$ cat config.mk
export PLATFORM = sky130hd
export DESIGN_NAME = iod_top
export DESIGN_NICKNAME = d
export VERILOG_FILES = /design/src/hdl/iod_pkg.sv /design/src/hdl/iod_decode.sv /design/src/hdl/iod_reg_cell.sv /design/src/hdl/iod_top.sv
export SDC_FILE = /design/constraint.sdc
export NUM_CORES = 1
export LEC_CHECK = 0
export ABC_AREA = 1
export BUFFER_PORTS_ARGS = -buffer_cell sky130_fd_sc_hd__buf_2
export CAP_MARGIN = 20
export CORE_MARGIN = 3
export CORE_UTILIZATION = 40
export CTS_BUF_LIST = sky130_fd_sc_hd__clkbuf_2
export CTS_CLUSTER_SIZE = 10
export DETAILED_ROUTE_END_ITERATION = 10
export PLACE_DENSITY_LB_ADDON = 0.08
export REMOVE_ABC_BUFFERS = 1
export SLEW_MARGIN = 10
export SYNTH_ARGS = -nofsm -noshare
export SYNTH_HDL_FRONTEND = slang
export SYNTH_SLANG_ARGS = --single-unit
$ cat constraint.sdc
create_clock -name mclk -period 2.2 [get_ports mclk]
set_input_delay 0.11 -clock mclk [delete_from_list [all_inputs] [get_ports mclk]]
set_output_delay 0.11 -clock mclk [all_outputs]
set_load 0.01 [all_outputs]
$ cat src/hdl/iod_pkg.sv
package iod_pkg;

   // size of the decoded map
   localparam int          IOD_NREG        = 37;
   // data-space address of I/O location zero
   localparam logic [7:0]  IOD_DATA_OFFSET = 8'h20;
   // first I/O address the short instructions cannot encode (64 locations)
   localparam logic [7:0]  IOD_SHORT_LIMIT = 8'h40;
   // last I/O address reachable by the single-bit instructions
   localparam logic [7:0]  IOD_BIT_LAST    = 8'h1f;
   // first data address of the extended area, load/store only
   localparam logic [7:0]  IOD_EXT_BASE    = 8'h60;
   // value of every stored bit after reset
   localparam logic [7:0]  IOD_RESET_VALUE = 8'h00;

   // access kinds issued by the core
   typedef enum logic [2:0] {
      IOD_OP_IO_READ    = 3'h0,
      IOD_OP_IO_WRITE   = 3'h1,
      IOD_OP_SET_BIT    = 3'h2,
      IOD_OP_CLEAR_BIT  = 3'h3,
      IOD_OP_SKIP_SET   = 3'h4,
      IOD_OP_SKIP_CLEAR = 3'h5,
      IOD_OP_LOAD       = 3'h6,
      IOD_OP_STORE      = 3'h7
   } iod_op_t;

   // one map entry: data address, implemented bits, write-one-to-clear bits
   typedef struct packed {
      logic [7:0] addr;
      logic [7:0] mask;
      logic [7:0] w1c;
   } iod_entry_t;

   localparam iod_entry_t IOD_MAP [IOD_NREG] = '{
      '{8'h35, 8'h0f, 8'h0f},  // timer0_flags
      '{8'h36, 8'h0f, 8'h0f},  // timer1_flags
      '{8'h3b, 8'h03, 8'h03},  // pin_change_flags
      '{8'h3c, 8'h01, 8'h01},  // ext_int_flags
      '{8'h3d, 8'h01, 8'h00},  // ext_int_mask
      '{8'h3e, 8'hff, 8'h00},  // general_purpose_0
      '{8'h3f, 8'h3f, 8'h00},  // eeprom_ctrl
      '{8'h40, 8'hff, 8'h00},  // eeprom_data
      '{8'h41, 8'hff, 8'h00},  // eeprom_addr_low
      '{8'h42, 8'h03, 8'h00},  // eeprom_addr_high
      '{8'h43, 8'h81, 8'h00},  // general_timer_ctrl
      '{8'h44, 8'hf1, 8'h00},  // timer0_ctrl_a
      '{8'h45, 8'h07, 8'h00},  // timer0_ctrl_b
      '{8'h46, 8'hff, 8'h00},  // timer0_count_low
      '{8'h47, 8'hff, 8'h00},  // timer0_count_high
      '{8'h48, 8'hff, 8'h00},  // timer0_compare_a
      '{8'h49, 8'hff, 8'h00},  // timer0_compare_b
      '{8'h4a, 8'hff, 8'h00},  // general_purpose_1
      '{8'h4b, 8'hff, 8'h00},  // general_purpose_2
      '{8'h4c, 8'hff, 8'h00},  // serial_periph_control
      '{8'h4d, 8'hc1, 8'h00},  // serial_periph_status
      '{8'h4e, 8'hff, 8'h00},  // serial_periph_data
      '{8'h4f, 8'h03, 8'h00},  // timer0_ctrl_c
      '{8'h51, 8'hff, 8'h00},  // onchip_debug_data
      '{8'h53, 8'h0f, 8'h00},  // sleep_mode_ctl
      '{8'h54, 8'h1f, 8'h00},  // mcu_reset_cause
      '{8'h55, 8'h33, 8'h00},  // mcu_control
      '{8'h57, 8'h3f, 8'h00},  // self_program_ctl
      '{8'h5d, 8'hff, 8'h00},  // stack_ptr_low
      '{8'h5e, 8'hff, 8'h00},  // stack_ptr_high
      '{8'h5f, 8'hff, 8'h00},  // status_flags
      '{8'h60, 8'hff, 8'h80},  // watchdog_ctl_status
      '{8'h61, 8'h83, 8'h00},  // clock_prescale
      '{8'h62, 8'hdf, 8'h80},  // wakeup_timer_ctl_status
      '{8'h63, 8'h07, 8'h00},  // wd_clear_ctrl
      '{8'h64, 8'h0f, 8'h00},  // power_reduction_0
      '{8'h66, 8'hff, 8'h00}   // slow_osc_cal_a
   };

   // entries the top level wires to its own ports
   localparam int IOD_IDX_TIMER0_FLAGS = 0;
   localparam int IOD_IDX_TIMER1_FLAGS = 1;
   localparam int IOD_IDX_PIN_CHANGE   = 2;
   localparam int IOD_IDX_EXT_INT_FLAG = 3;
   localparam int IOD_IDX_EXT_INT_MASK = 4;
   localparam int IOD_IDX_STACK_LOW    = 28;
   localparam int IOD_IDX_STACK_HIGH   = 29;
   localparam int IOD_IDX_STATUS       = 30;
   localparam int IOD_IDX_WATCHDOG     = 31;
   localparam int IOD_IDX_WAKEUP       = 33;
   // event flag position inside the watchdog and wakeup registers
   localparam int IOD_WD_FLAG_BIT      = 7;
   localparam int IOD_WU_FLAG_BIT      = 7;

endpackage

$ cat src/hdl/iod_decode.sv
`timescale 1ns/1ps

module iod_decode (
   input  wire iod_pkg::iod_op_t          op,
   input  wire logic [7:0]                addr,
   output logic [iod_pkg::IOD_NREG-1:0]   sel,
   output logic                           hit,
   output logic                           refused
);

   logic [7:0] data_addr;

   // turn every access kind into one data-space address, or refuse it
   always_comb begin
      data_addr = addr;
      refused   = 1'b0;
      case (op)
         iod_pkg::IOD_OP_IO_READ,
         iod_pkg::IOD_OP_IO_WRITE: begin
            data_addr = addr + iod_pkg::IOD_DATA_OFFSET;
            refused   = (addr >= iod_pkg::IOD_SHORT_LIMIT);
         end
         iod_pkg::IOD_OP_SET_BIT,
         iod_pkg::IOD_OP_CLEAR_BIT,
         iod_pkg::IOD_OP_SKIP_SET,
         iod_pkg::IOD_OP_SKIP_CLEAR: begin
            data_addr = addr + iod_pkg::IOD_DATA_OFFSET;
            refused   = (addr > iod_pkg::IOD_BIT_LAST);
         end
         iod_pkg::IOD_OP_LOAD,
         iod_pkg::IOD_OP_STORE: begin
            // below the offset lies the core's own register file, not ours
            refused   = (addr < iod_pkg::IOD_DATA_OFFSET);
         end
         default: begin
            refused   = 1'b1;
         end
      endcase
   end

   // one comparator per entry; addresses are unique so at most one fires
   for (genvar i = 0; i < iod_pkg::IOD_NREG; i++) begin : g_match
      assign sel[i] = !refused && (data_addr == iod_pkg::IOD_MAP[i].addr);
   end

   assign hit = |sel;

endmodule // iod_decode

$ cat src/hdl/iod_reg_cell.sv
`timescale 1ns/1ps

module iod_reg_cell #(
   parameter logic [7:0] MASK = 8'hff,
   parameter logic [7:0] W1C  = 8'h00
) (
   input  wire logic       mclk,
   input  wire logic       rstn,
   input  wire logic       wr,
   input  wire logic [7:0] wdata,
   input  wire logic [7:0] hw_set,
   output logic [7:0]      value
);

   typedef struct packed {
      logic [7:0] value;
   } iod_cell_state_t;

   iod_cell_state_t q;
   iod_cell_state_t next_q;
   logic [7:0]      kept;

   // plain bits load, flag bits clear on one, hardware set wins over the clear
   always_comb begin
      next_q = q;
      kept   = q.value;
      if (wr) begin
         kept = (wdata & MASK & ~W1C)
              | (q.value & W1C & ~wdata);
      end
      next_q.value = kept | (hw_set & W1C);
   end

   always_ff @(posedge mclk or negedge rstn) begin
      if (!rstn) begin
         q.value <= iod_pkg::IOD_RESET_VALUE;
      end else begin
         q <= next_q;
      end
   end

   assign value = q.value;

endmodule // iod_reg_cell

$ cat src/hdl/iod_top.sv
`timescale 1ns/1ps

// What this block does
// - set/clear-bit instructions act on I/O 0x00..0x1f only; refused above.
// - skip instructions test one chosen bit of a bit-accessible register.
// - writing one clears a flag bit; writing zero leaves it.
// - set/clear-bit rewrites the whole register, so set flags other than the bit a clear-bit targets get cleared.
// - short I/O read/write reach only the first 64 I/O addresses.
// - data-space address minus hex 20 gives the I/O address.
// - extended area from data 0x60 reachable only by load and store.

module iod_top (
   input  wire logic              mclk,
   input  wire logic              rstn,
   input  wire logic              acc_req,
   input  wire iod_pkg::iod_op_t  acc_op,
   input  wire logic [7:0]        acc_addr,
   input  wire logic [7:0]        acc_wdata,
   input  wire logic [2:0]        acc_bit,
   input  wire logic [3:0]        evt_timer0,
   input  wire logic [3:0]        evt_timer1,
   input  wire logic [1:0]        evt_pin_change,
   input  wire logic              evt_ext_int,
   input  wire logic              evt_watchdog,
   input  wire logic              evt_wakeup,
   output logic                   rsp_valid,
   output logic [7:0]             rsp_rdata,
   output logic                   rsp_skip,
   output logic                   rsp_hit,
   output logic                   rsp_refused,
   output logic [7:0]             status_flags,
   output logic [15:0]            stack_ptr,
   output logic                   ext_int_mask,
   output logic                   flags_pending
);

   localparam int N = iod_pkg::IOD_NREG;

   // registered answer to the core
   typedef struct packed {
      logic       valid;
      logic [7:0] rdata;
      logic       skip;
      logic       hit;
      logic       refused;
   } iod_top_state_t;

   iod_top_state_t       q;
   iod_top_state_t       next_q;

   logic [N-1:0]         sel;
   logic                 hit;
   logic                 refused;
   logic [N-1:0][7:0]    value;
   logic [N-1:0][7:0]    rd_part;
   logic [N-1:0][7:0]    hw_set;
   logic [N-1:0]         wr_en;
   logic [7:0]           cur;
   logic [7:0]           bit_mask;
   logic [7:0]           wr_data;
   logic [7:0]           pend_or;
   logic                 is_read;
   logic                 is_store;
   logic                 is_bit_op;
   logic                 is_skip;
   logic                 cur_bit;

   // address windows and register select
   iod_decode u_decode (
      .op      (acc_op),
      .addr    (acc_addr),
      .sel     (sel),
      .hit     (hit),
      .refused (refused)
   );

   // classify the access kind
   always_comb begin
      is_read   = 1'b0;
      is_store  = 1'b0;
      is_bit_op = 1'b0;
      is_skip   = 1'b0;
      case (acc_op)
         iod_pkg::IOD_OP_IO_READ,
         iod_pkg::IOD_OP_LOAD: begin
            is_read = 1'b1;
         end
         iod_pkg::IOD_OP_IO_WRITE,
         iod_pkg::IOD_OP_STORE: begin
            is_store = 1'b1;
         end
         iod_pkg::IOD_OP_SET_BIT,
         iod_pkg::IOD_OP_CLEAR_BIT: begin
            is_bit_op = 1'b1;
         end
         iod_pkg::IOD_OP_SKIP_SET,
         iod_pkg::IOD_OP_SKIP_CLEAR: begin
            is_skip = 1'b1;
         end
         default: begin
            is_read = 1'b0;
         end
      endcase
   end

   // hardware events routed onto the flag entries; others never set
   always_comb begin
      hw_set = '0;
      hw_set[iod_pkg::IOD_IDX_TIMER0_FLAGS]                          = {4'h0, evt_timer0};
      hw_set[iod_pkg::IOD_IDX_TIMER1_FLAGS]                          = {4'h0, evt_timer1};
      hw_set[iod_pkg::IOD_IDX_PIN_CHANGE]                            = {6'h00, evt_pin_change};
      hw_set[iod_pkg::IOD_IDX_EXT_INT_FLAG]                          = {7'h00, evt_ext_int};
      hw_set[iod_pkg::IOD_IDX_WATCHDOG][iod_pkg::IOD_WD_FLAG_BIT]    = evt_watchdog;
      hw_set[iod_pkg::IOD_IDX_WAKEUP][iod_pkg::IOD_WU_FLAG_BIT]      = evt_wakeup;
   end

   // one storage cell, read gate and write strobe per map entry
   for (genvar i = 0; i < N; i++) begin : g_reg
      iod_reg_cell #(
         .MASK (iod_pkg::IOD_MAP[i].mask),
         .W1C  (iod_pkg::IOD_MAP[i].w1c)
      ) u_cell (
         .mclk   (mclk),
         .rstn   (rstn),
         .wr     (wr_en[i]),
         .wdata  (wr_data),
         .hw_set (hw_set[i]),
         .value  (value[i])
      );
      // an unselected or reserved address contributes zero
      assign rd_part[i] = sel[i] ? value[i] : 8'h00;
      // a refused access never reaches a cell
      assign wr_en[i]   = acc_req && sel[i] && (is_store || is_bit_op);
   end

   // merge the read gates; pending view of every write-one-to-clear flag
   always_comb begin
      cur     = 8'h00;
      pend_or = 8'h00;
      for (int k = 0; k < N; k++) begin
         cur     = cur | rd_part[k];
         pend_or = pend_or | (value[k] & iod_pkg::IOD_MAP[k].w1c);
      end
   end

   // single-bit ops rewrite the full byte as read, so any set flag but the bit a clear-bit targets is
   // written back as one and clears; this is the documented side effect
   always_comb begin
      bit_mask = 8'h01 << acc_bit;
      wr_data  = acc_wdata;
      if (is_bit_op) begin
         if (acc_op == iod_pkg::IOD_OP_SET_BIT) begin
            wr_data = cur | bit_mask;
         end else begin
            wr_data = cur & ~bit_mask;
         end
      end
   end

   // bit under test for the skip instructions
   assign cur_bit = |(cur & bit_mask);

   // answer one cycle after the request; reads return the value before any write
   always_comb begin
      next_q         = q;
      next_q.valid   = acc_req;
      next_q.rdata   = 8'h00;
      next_q.skip    = 1'b0;
      next_q.hit     = 1'b0;
      next_q.refused = 1'b0;
      if (acc_req) begin
         next_q.hit     = hit;
         next_q.refused = refused;
         if (is_read || is_skip) begin
            next_q.rdata = cur;
         end
         if (is_skip && !refused) begin
            if (acc_op == iod_pkg::IOD_OP_SKIP_SET) begin
               next_q.skip = cur_bit;
            end else begin
               next_q.skip = !cur_bit;
            end
         end
      end
   end

   always_ff @(posedge mclk or negedge rstn) begin
      if (!rstn) begin
         q.valid   <= 1'b0;
         q.rdata   <= iod_pkg::IOD_RESET_VALUE;
         q.skip    <= 1'b0;
         q.hit     <= 1'b0;
         q.refused <= 1'b0;
      end else begin
         q <= next_q;
      end
   end

   // answer ports
   assign rsp_valid   = q.valid;
   assign rsp_rdata   = q.rdata;
   assign rsp_skip    = q.skip;
   assign rsp_hit     = q.hit;
   assign rsp_refused = q.refused;

   // register contents the rest of the chip consumes, straight from the cells
   assign status_flags  = value[iod_pkg::IOD_IDX_STATUS];
   assign stack_ptr     = {value[iod_pkg::IOD_IDX_STACK_HIGH], value[iod_pkg::IOD_IDX_STACK_LOW]};
   assign ext_int_mask  = value[iod_pkg::IOD_IDX_EXT_INT_MASK][0];
   // or of flop outputs only, so no path from the request pins
   assign flags_pending = |pend_or;

endmodule // iod_top

* Yosys cells after proc, flatten, opt, wreduce, memory -nomap -nowiden
Index checks and enable logic that the tools add are counted.
Widths: inputs -> output; s select.
** Storage, ports and cells
- Register bits after elaboration :: 241
- Bits in latches :: 0
- RAM bits :: 0
- Memory bits (read-only) :: 0
- Bits of input ports :: 38
- Output and inout bits :: 38
- Word-level logic and storage cells :: 334
- Memories kept :: 0
** Cells by class
- Add/sub/neg operators :: 1
- Multipliers :: 0
- Divide/modulo/power cells :: 0
- Order comparisons :: 3
- Equality and inequality tests :: 44
- Shifts and indexed selects :: 1
- Mux-type cells :: 55
- Bitwise operators :: 60
- Reductions and logical operators :: 128
** Operators by type and width (count)
- $mux 8 :: 36
- $eq 8x7->1 const B :: 30
- $or 8x8->8 :: 29
- $logic_and 1x1->1 :: 112
- $eq 8x6->1 const B :: 7
- $reduce_or 37->1 :: 1
- $and 8x8->8 :: 4
- $or 8x4->8 :: 4
- $or 8x2->8 :: 3
- $or 8x6->8 :: 3
- $mux 6 :: 3
- $and 4x8->8 :: 2
- $not 8->8 :: 2
- $or 7x8->8 :: 2
- $or 8x1->8 :: 2
- $or 8x3->8 :: 2
- $reduce_or 8->1 :: 2
- $eq 3x3->1 const B :: 4
- $reduce_or 2->1 :: 6
- $mux 11 :: 1
- $add 8x6->8 const B :: 1
- $and 1x8->8 :: 1
- $and 2x8->8 :: 1
- $ge 8x7->1 const B :: 1
- other kinds (21) :: 33

* Longest topological paths before layout
- Depth in word-level cells :: 50
- Depth in mapped cells :: 22
- Mapped depth without buffers :: 21

* Modules after synthesis
A second synthesis with hierarchy kept.
** Unflattened totals
- Cells, all modules :: 1968
- Area total of the unflattened synthesis :: 13086.3 um^2
** Modules (own cells, without submodules)
- iod_reg_cell at g_reg[13].u_cell ... :: instances 16, cells an instance 34, area an instance 305.3 um^2, seq. area each 200.2 um^2
- iod_top :: instances 1, cells an instance 782, area an instance 3578.4 um^2, seq. area each 300.3 um^2
- iod_decode :: instances 1, cells an instance 187, area an instance 854.6 um^2, seq. area each 0.0 um^2
- iod_reg_cell at g_reg[12].u_cell ... :: instances 4, cells an instance 19, area an instance 153.9 um^2, seq. area each 75.1 um^2
- iod_reg_cell at g_reg[24].u_cell ... :: instances 3, cells an instance 22, area an instance 182.7 um^2, seq. area each 100.1 um^2
- iod_reg_cell at g_reg[27].u_cell ... :: instances 2, cells an instance 28, area an instance 240.2 um^2, seq. area each 150.1 um^2
- iod_reg_cell at g_reg[11].u_cell ... :: instances 2, cells an instance 25, area an instance 211.5 um^2, seq. area each 125.1 um^2
- iod_reg_cell at g_reg[0].u_cell ... :: instances 2, cells an instance 25, area an instance 193.9 um^2, seq. area each 100.1 um^2
- iod_reg_cell at g_reg[10].u_cell ... :: instances 3, cells an instance 16, area an instance 125.1 um^2, seq. area each 50.0 um^2
- iod_reg_cell at g_reg[31].u_cell :: instances 1, cells an instance 34, area an instance 314.1 um^2, seq. area each 200.2 um^2
- iod_reg_cell at g_reg[33].u_cell :: instances 1, cells an instance 32, area an instance 302.8 um^2, seq. area each 175.2 um^2
- iod_reg_cell at g_reg[3].u_cell ... :: instances 2, cells an instance 13, area an instance 96.3 um^2, seq. area each 25.0 um^2
- iod_reg_cell at g_reg[2].u_cell :: instances 1, cells an instance 17, area an instance 128.9 um^2, seq. area each 50.0 um^2

* Worst setup path after synthesis
No wires, ideal clock.
- Kind :: input to register
- Start point :: input acc_addr[5]
- End point :: register, netlist name g_reg[27].u_cell.value[5]
- Library setup time :: 125 ps
- Arrival time :: 2134 ps
- Data required time :: 2075 ps
- Slack :: -59 ps
- Cell stages on the path :: 15
- Path buffers :: 3
- Cell sequence :: ha_1 -> nand2_1 -> nand2_1 -> nand2_2 -> nor2_4 -> buf_6 -> buf_4 -> buf_2 -> nand4_1 -> nand3_1 -> nor2_1 -> nand2_1 -> o31ai_4 -> nand2_2 -> mux2_2
** On the way
- Word-level cells in the longest chain between the ends :: 44
- Elaborated cells on any way between the ends :: 127
- Classes of those cells :: add/sub: 1; order compare: 3; eq/ne: 26; mux: 30; bitwise: 38; reduce/logical: 29
** Ends and longest elaborated chain
- start, declared :: line iod_top.sv:17 : input wire logic [7:0] acc_addr,
- $add 8x6->8 (tied with other cells) :: line iod_decode.sv:20, iod_decode.sv:27
- $mux 8 or $pmux 1 s3 (tied branches)
- $eq 8x6->1 or $logic_not 1->1 (tied branches) :: line iod_decode.sv:43 : assign sel[i] = !refused && (data_addr == iod_pkg::IOD_MAP[i].addr);
- $logic_and 1x1->1 :: line iod_decode.sv:43
- $mux 8 :: line iod_top.sv:131 : assign rd_part[i] = sel[i] ? value[i] : 8'h00;
- $or 8x8->8 (3 in a row) :: line iod_top.sv:141 : cur = cur | rd_part[k];
- $or 8x1->8 :: line iod_top.sv:141
- $or 8x8->8 :: line iod_top.sv:141
- (+20 left out)
- $or 8x6->8 (2 in a row) :: line iod_top.sv:141
- $or 8x8->8 (6 in a row) :: line iod_top.sv:141
- $or 8x3->8 :: line iod_top.sv:141
- $or 8x4->8 :: line iod_top.sv:141
- $or 8x8->8 :: line iod_top.sv:141
- $and 8x8->8 or $or 8x8->8 (tied branches) :: line iod_top.sv:155, iod_top.sv:153
- $mux 8 :: line iod_top.sv:152 : if (acc_op == iod_pkg::IOD_OP_SET_BIT) begin
- $mux 8 :: line iod_top.sv:151 : if (is_bit_op) begin
Several ways; a longest one is shown, not always the timed one.
A chain may end at the register's enable or synchronous reset.

* Worst setup path after layout
- Start point :: input acc_addr[1]
- End point :: register, netlist name g_reg[25].u_cell.value[4]
** On the way
- Word-level cells in the longest chain between the ends :: 44
- Elaborated cells on any way between the ends :: 130
- Classes of those cells :: add/sub: 1; order compare: 3; eq/ne: 27; mux: 31; bitwise: 38; reduce/logical: 30
** Ends and longest elaborated chain (line)
- $add 8x6->8 (tied with other cells) :: iod_decode.sv:20, iod_decode.sv:27
- $mux 8 or $pmux 1 s3 (tied branches)
- $eq 8x6->1 or $logic_not 1->1 (tied branches) :: iod_decode.sv:43
- $logic_and 1x1->1 :: iod_decode.sv:43
- $mux 8 :: iod_top.sv:131
- $or 8x8->8 (3 in a row) :: iod_top.sv:141
- $or 8x1->8 :: iod_top.sv:141
- $or 8x8->8 :: iod_top.sv:141
- (+20 left out)
- $or 8x6->8 (2 in a row) :: iod_top.sv:141
- $or 8x8->8 (6 in a row) :: iod_top.sv:141
- $or 8x3->8 :: iod_top.sv:141
- $or 8x4->8 :: iod_top.sv:141
- $or 8x8->8 :: iod_top.sv:141
- $and 8x8->8 or $or 8x8->8 (tied branches) :: iod_top.sv:155, iod_top.sv:153
- $mux 8 :: iod_top.sv:152
- $mux 8 :: iod_top.sv:151
Several ways; a longest one is shown, not always the timed one.

==> qor.yml <==
outcome: "completed"
cts_tree: "done"
critPathMaxFanout: 11
drive_gt1_frac: 0.260
num-nets-final: 1918
start_kind: "input pin"
ctsLongestPathBuffers: 3
synth.distinct_cells: 40
period_needed_ps: 2150
top_usage_layer: "met2"
grt_max_degree: 69
coreArea_mm2: 0.0274
crit_arrival_ps: 2900
ios: 76
cts_num_sinks: 219
p_seq_frac: 0.506
yosysSeqAreaShare: 0.484
power_density_mw_per_mm2: 533
cts_buffers: 60
seqCellArea_mm2: 0.00548
placed_area_mm2: 0.0140
synth_area_mm2: 0.0113
p_leak_uw: 0.00793
firstDrtPassIters: 5
combPwrFrac: 0.127
antenna_found_initial: 1
syn_to_final_growth_pct: 35.1
cp_slowest_cell: "dlygate4sd3_1"
initial_core_util: 0.413
synth-async-reset-ratio: 1.00
grt_overflow: 0
synth_flop_cell: "dfrtp_1"
syn_inst: 1483
gr-usage-met3: 0.0633
avgViaCountPerCell: 5.37
multi_input_area_mm2: 0.00514
max_stage_delay_ps: 580
drtIter0Drc: 1276
vias: 12300
ff2ff_path_depth: 14
required_ps: 2950
cap_violations: 0
placementRows: 60
post-dp-hpwl_um: 36900
setup_viol: 0
totalWireLength_um: 49900
clockPowerShare: 0.367
netSwitchingFraction: 0.306
min_path_cells: 8
htreeDepth: 2
drcViolationCount: 0
clkTransAtPathRegs_ps: 110
layout.cells.non_filler: 2297
clk_latency_ps: 900
synth.avg_cell_area_um2: 7.63
gp_congestion: 1.01
grt_util_all_layers: 0.322
grt_util_met1: 0.443
fin_skew_ps: 41.8
irDropWorstVdd_uv: 305
post_drt_wl_per_cell_um: 21.7
worst_slew_pin_slew_ps: 975
die_h_um: 174
cp_cell_sequence: "buf_2, dlygate4sd3_1, nor2_1, inv_1, nor2_2, buf_4, buf_4, nand3_1, nand2_1, nor2_1, nand2_2, nor2_4, nand2_1, o21ai_2, nand2_1, buf_12, mux2_2"
grt_pass1_vias: 11900
fin_crit_sh: 0.977
hp-class: "in -> reg"
dieArea_mm2: 0.0304
path_common_cell: "nand2_1"
port-buffer-count: 75
ant_nets: 0
hold_violations: 0
crit_path_end_kind: "flop"
fmax_mhz: 465
num-fill-cells: 2698
dieWidth_um: 174
synth_warnings: 0
worst-setup-path-type: "in -> reg"
p_int_uw: 5650
holdWs_ps: 43.6
use_met2: 0.506
ys_seq_elements: 219
stdcell_area_mm2: 0.0153
ctsRootBufferMaster: "clkbuf_2"
switching_power_uw: 2500
synth_edf_count: 0
relSlewSlack: 0.345
finalMaxSlewViolations: 0
grt_pass1_wl_um: 74000
placedCellCount: 2128
per-stage QoR:
stage / utilization / setup slack, ps / TNS [ps] / power [uW]
detailed placement: 0.512 / -926 / -122980 / 5100
CTS: 0.552 / 6.27 / 0 / 8160
finish: 0.558 / 50.1 / 0 / 8140
floorplan: - / -781 / -109960 / 4490
global route: 0.558 / -26.7 / -59.4 / 8520
global placement: 0.512 / -913 / -126440 / 5100
Yosys cell counts (3+ instances only):
master	number	area [um2]
inv_2	7	26.3
buf_4	8	60.1
nand3_2	8	80.1
a21o_1	5	37.5
nand3_1	107	536
mux2_2	3	33.8
nand2_2	5	31.3
nand4_1	82	513
clkinv_1	4	15.0
dfrtp_1	219	5480
nor2_2	6	37.5
inv_1	109	409
nand2_1	409	1540
nor4_1	6	37.5
buf_6	5	56.3
o21ai_1	22	110
buf_2	26	130
a21oi_1	36	180
o21a_1	15	113
nor3_1	20	100
nor2_1	218	818
clkbuf_1	20	75.1
a31oi_1	50	313
a22oi_2	3	37.5
nand3b_1	3	22.5
o21ai_0	71	355
cell usage in the layout, fill, tap and decap left out, types with 5 or more instances in the layout:
master and instances:
nor2_1 202, nand3_2 9, clkinv_1 15, nor2_2 18, a21o_1 5, nand2_1 406, dfrtp_1 219, buf_12 19
nand4_1 82, o21a_1 15, nand2_2 7, dlygate4sd3_1 54, clkbuf_2 85, buf_4 243, inv_2 8, a21oi_1 36
a31oi_1 50, buf_2 74, o21ai_0 70, nor3_1 20, nand3_1 106, inv_1 108, o21ai_1 22, nor2_4 6
nor4_1 6, clkinv_2 7
critical path, delay by kind of cell:
family	cells	cell delay (ps)
compound gates	1	190
buf+inv	6	1280
mux	1	260
simple gates	9	1020
cell type report:
| class | instances | area share |
|---|---|---|
| Tap cell | 372 | 0.0304 |
| Timing Repair Buffer | 395 | 0.209 |
| Multi-Input combinational cell | 1083 | 0.336 |
| Clock buffer | 85 | 0.0278 |
| Antenna cell | 2 | 0.000327 |
| Clock inverter | 21 | 0.00769 |
| Inverter | 120 | 0.0296 |
| Sequential cell | 219 | 0.358 |
registers in the layout, indices dropped and copies added, names as in the netlist:
signal / cells
g.u_cell.value: 207
rsp_rdata: 8
rsp_hit: 1
rsp_refused: 1
rsp_skip: 1
rsp_valid: 1
worst paths after layout:
kind                                            from                   endpoint  slack [ps]
max in group asynchronous                       rstn  g_reg[25].u_cell.value[4]        1170
min in group asynchronous                       rstn  g_reg[15].u_cell.value[2]         330
min                                      acc_addr[3]  g_reg[30].u_cell.value[2]          40
max                                      acc_addr[1]  g_reg[25].u_cell.value[4]          50
min reg2reg                g_reg[17].u_cell.value[4]  g_reg[17].u_cell.value[4]         490
max reg2reg                 g_reg[7].u_cell.value[1]   g_reg[1].u_cell.value[1]         100
power groups by stage:
| stage | clock network (uW) | registers [uW] | logic (uW) |
|---|---|---|---|
| 6_report | 2990 | 4120 | 1030 |
| 4_1_cts | 3060 | 4120 | 975 |
| 3_3_place_gp | 0 | 4200 | 899 |
| 3_5_place_dp | 0 | 4200 | 899 |
| 2_1_floorplan | 0 | 4190 | 299 |
| 5_1_grt | 3290 | 4130 | 1100 |
routing by layer:
layer	wire length, um	part of all wire	vias to the layer above
met2	22500	0.45	557
li1	-	-	5771
met5	0	0	-
met1	21600	0.43	5898
met4	1870	0.037	0
met3	3980	0.080	110
repair_timing:
action	CTS	global route
pin swaps	0	5
hold endpoints to repair	430	0
resized for setup	3	27
setup endpoints to repair	21	79
hold buffers	54	0
cloned	0	2
buffers inserted	0	5
cells by family (layout without fill, tap and decap cells):
family                     count (synthesis)  in the layout  share of synthesized area
buffers and inverters                    181            621                     0.0690
xor gates and xnor gates                   1              1                   0.000774
DFF                                      219            219                      0.484
and+or+nand+nor                          870            870                      0.334
adders and majority gates                  1              1                    0.00111
AOI/OAI and AO/OA                        208            208                      0.108
muxes                                      3              3                    0.00298
other                                      0              2                          0
Note: power is estimated with default switching activity, not from simulation.
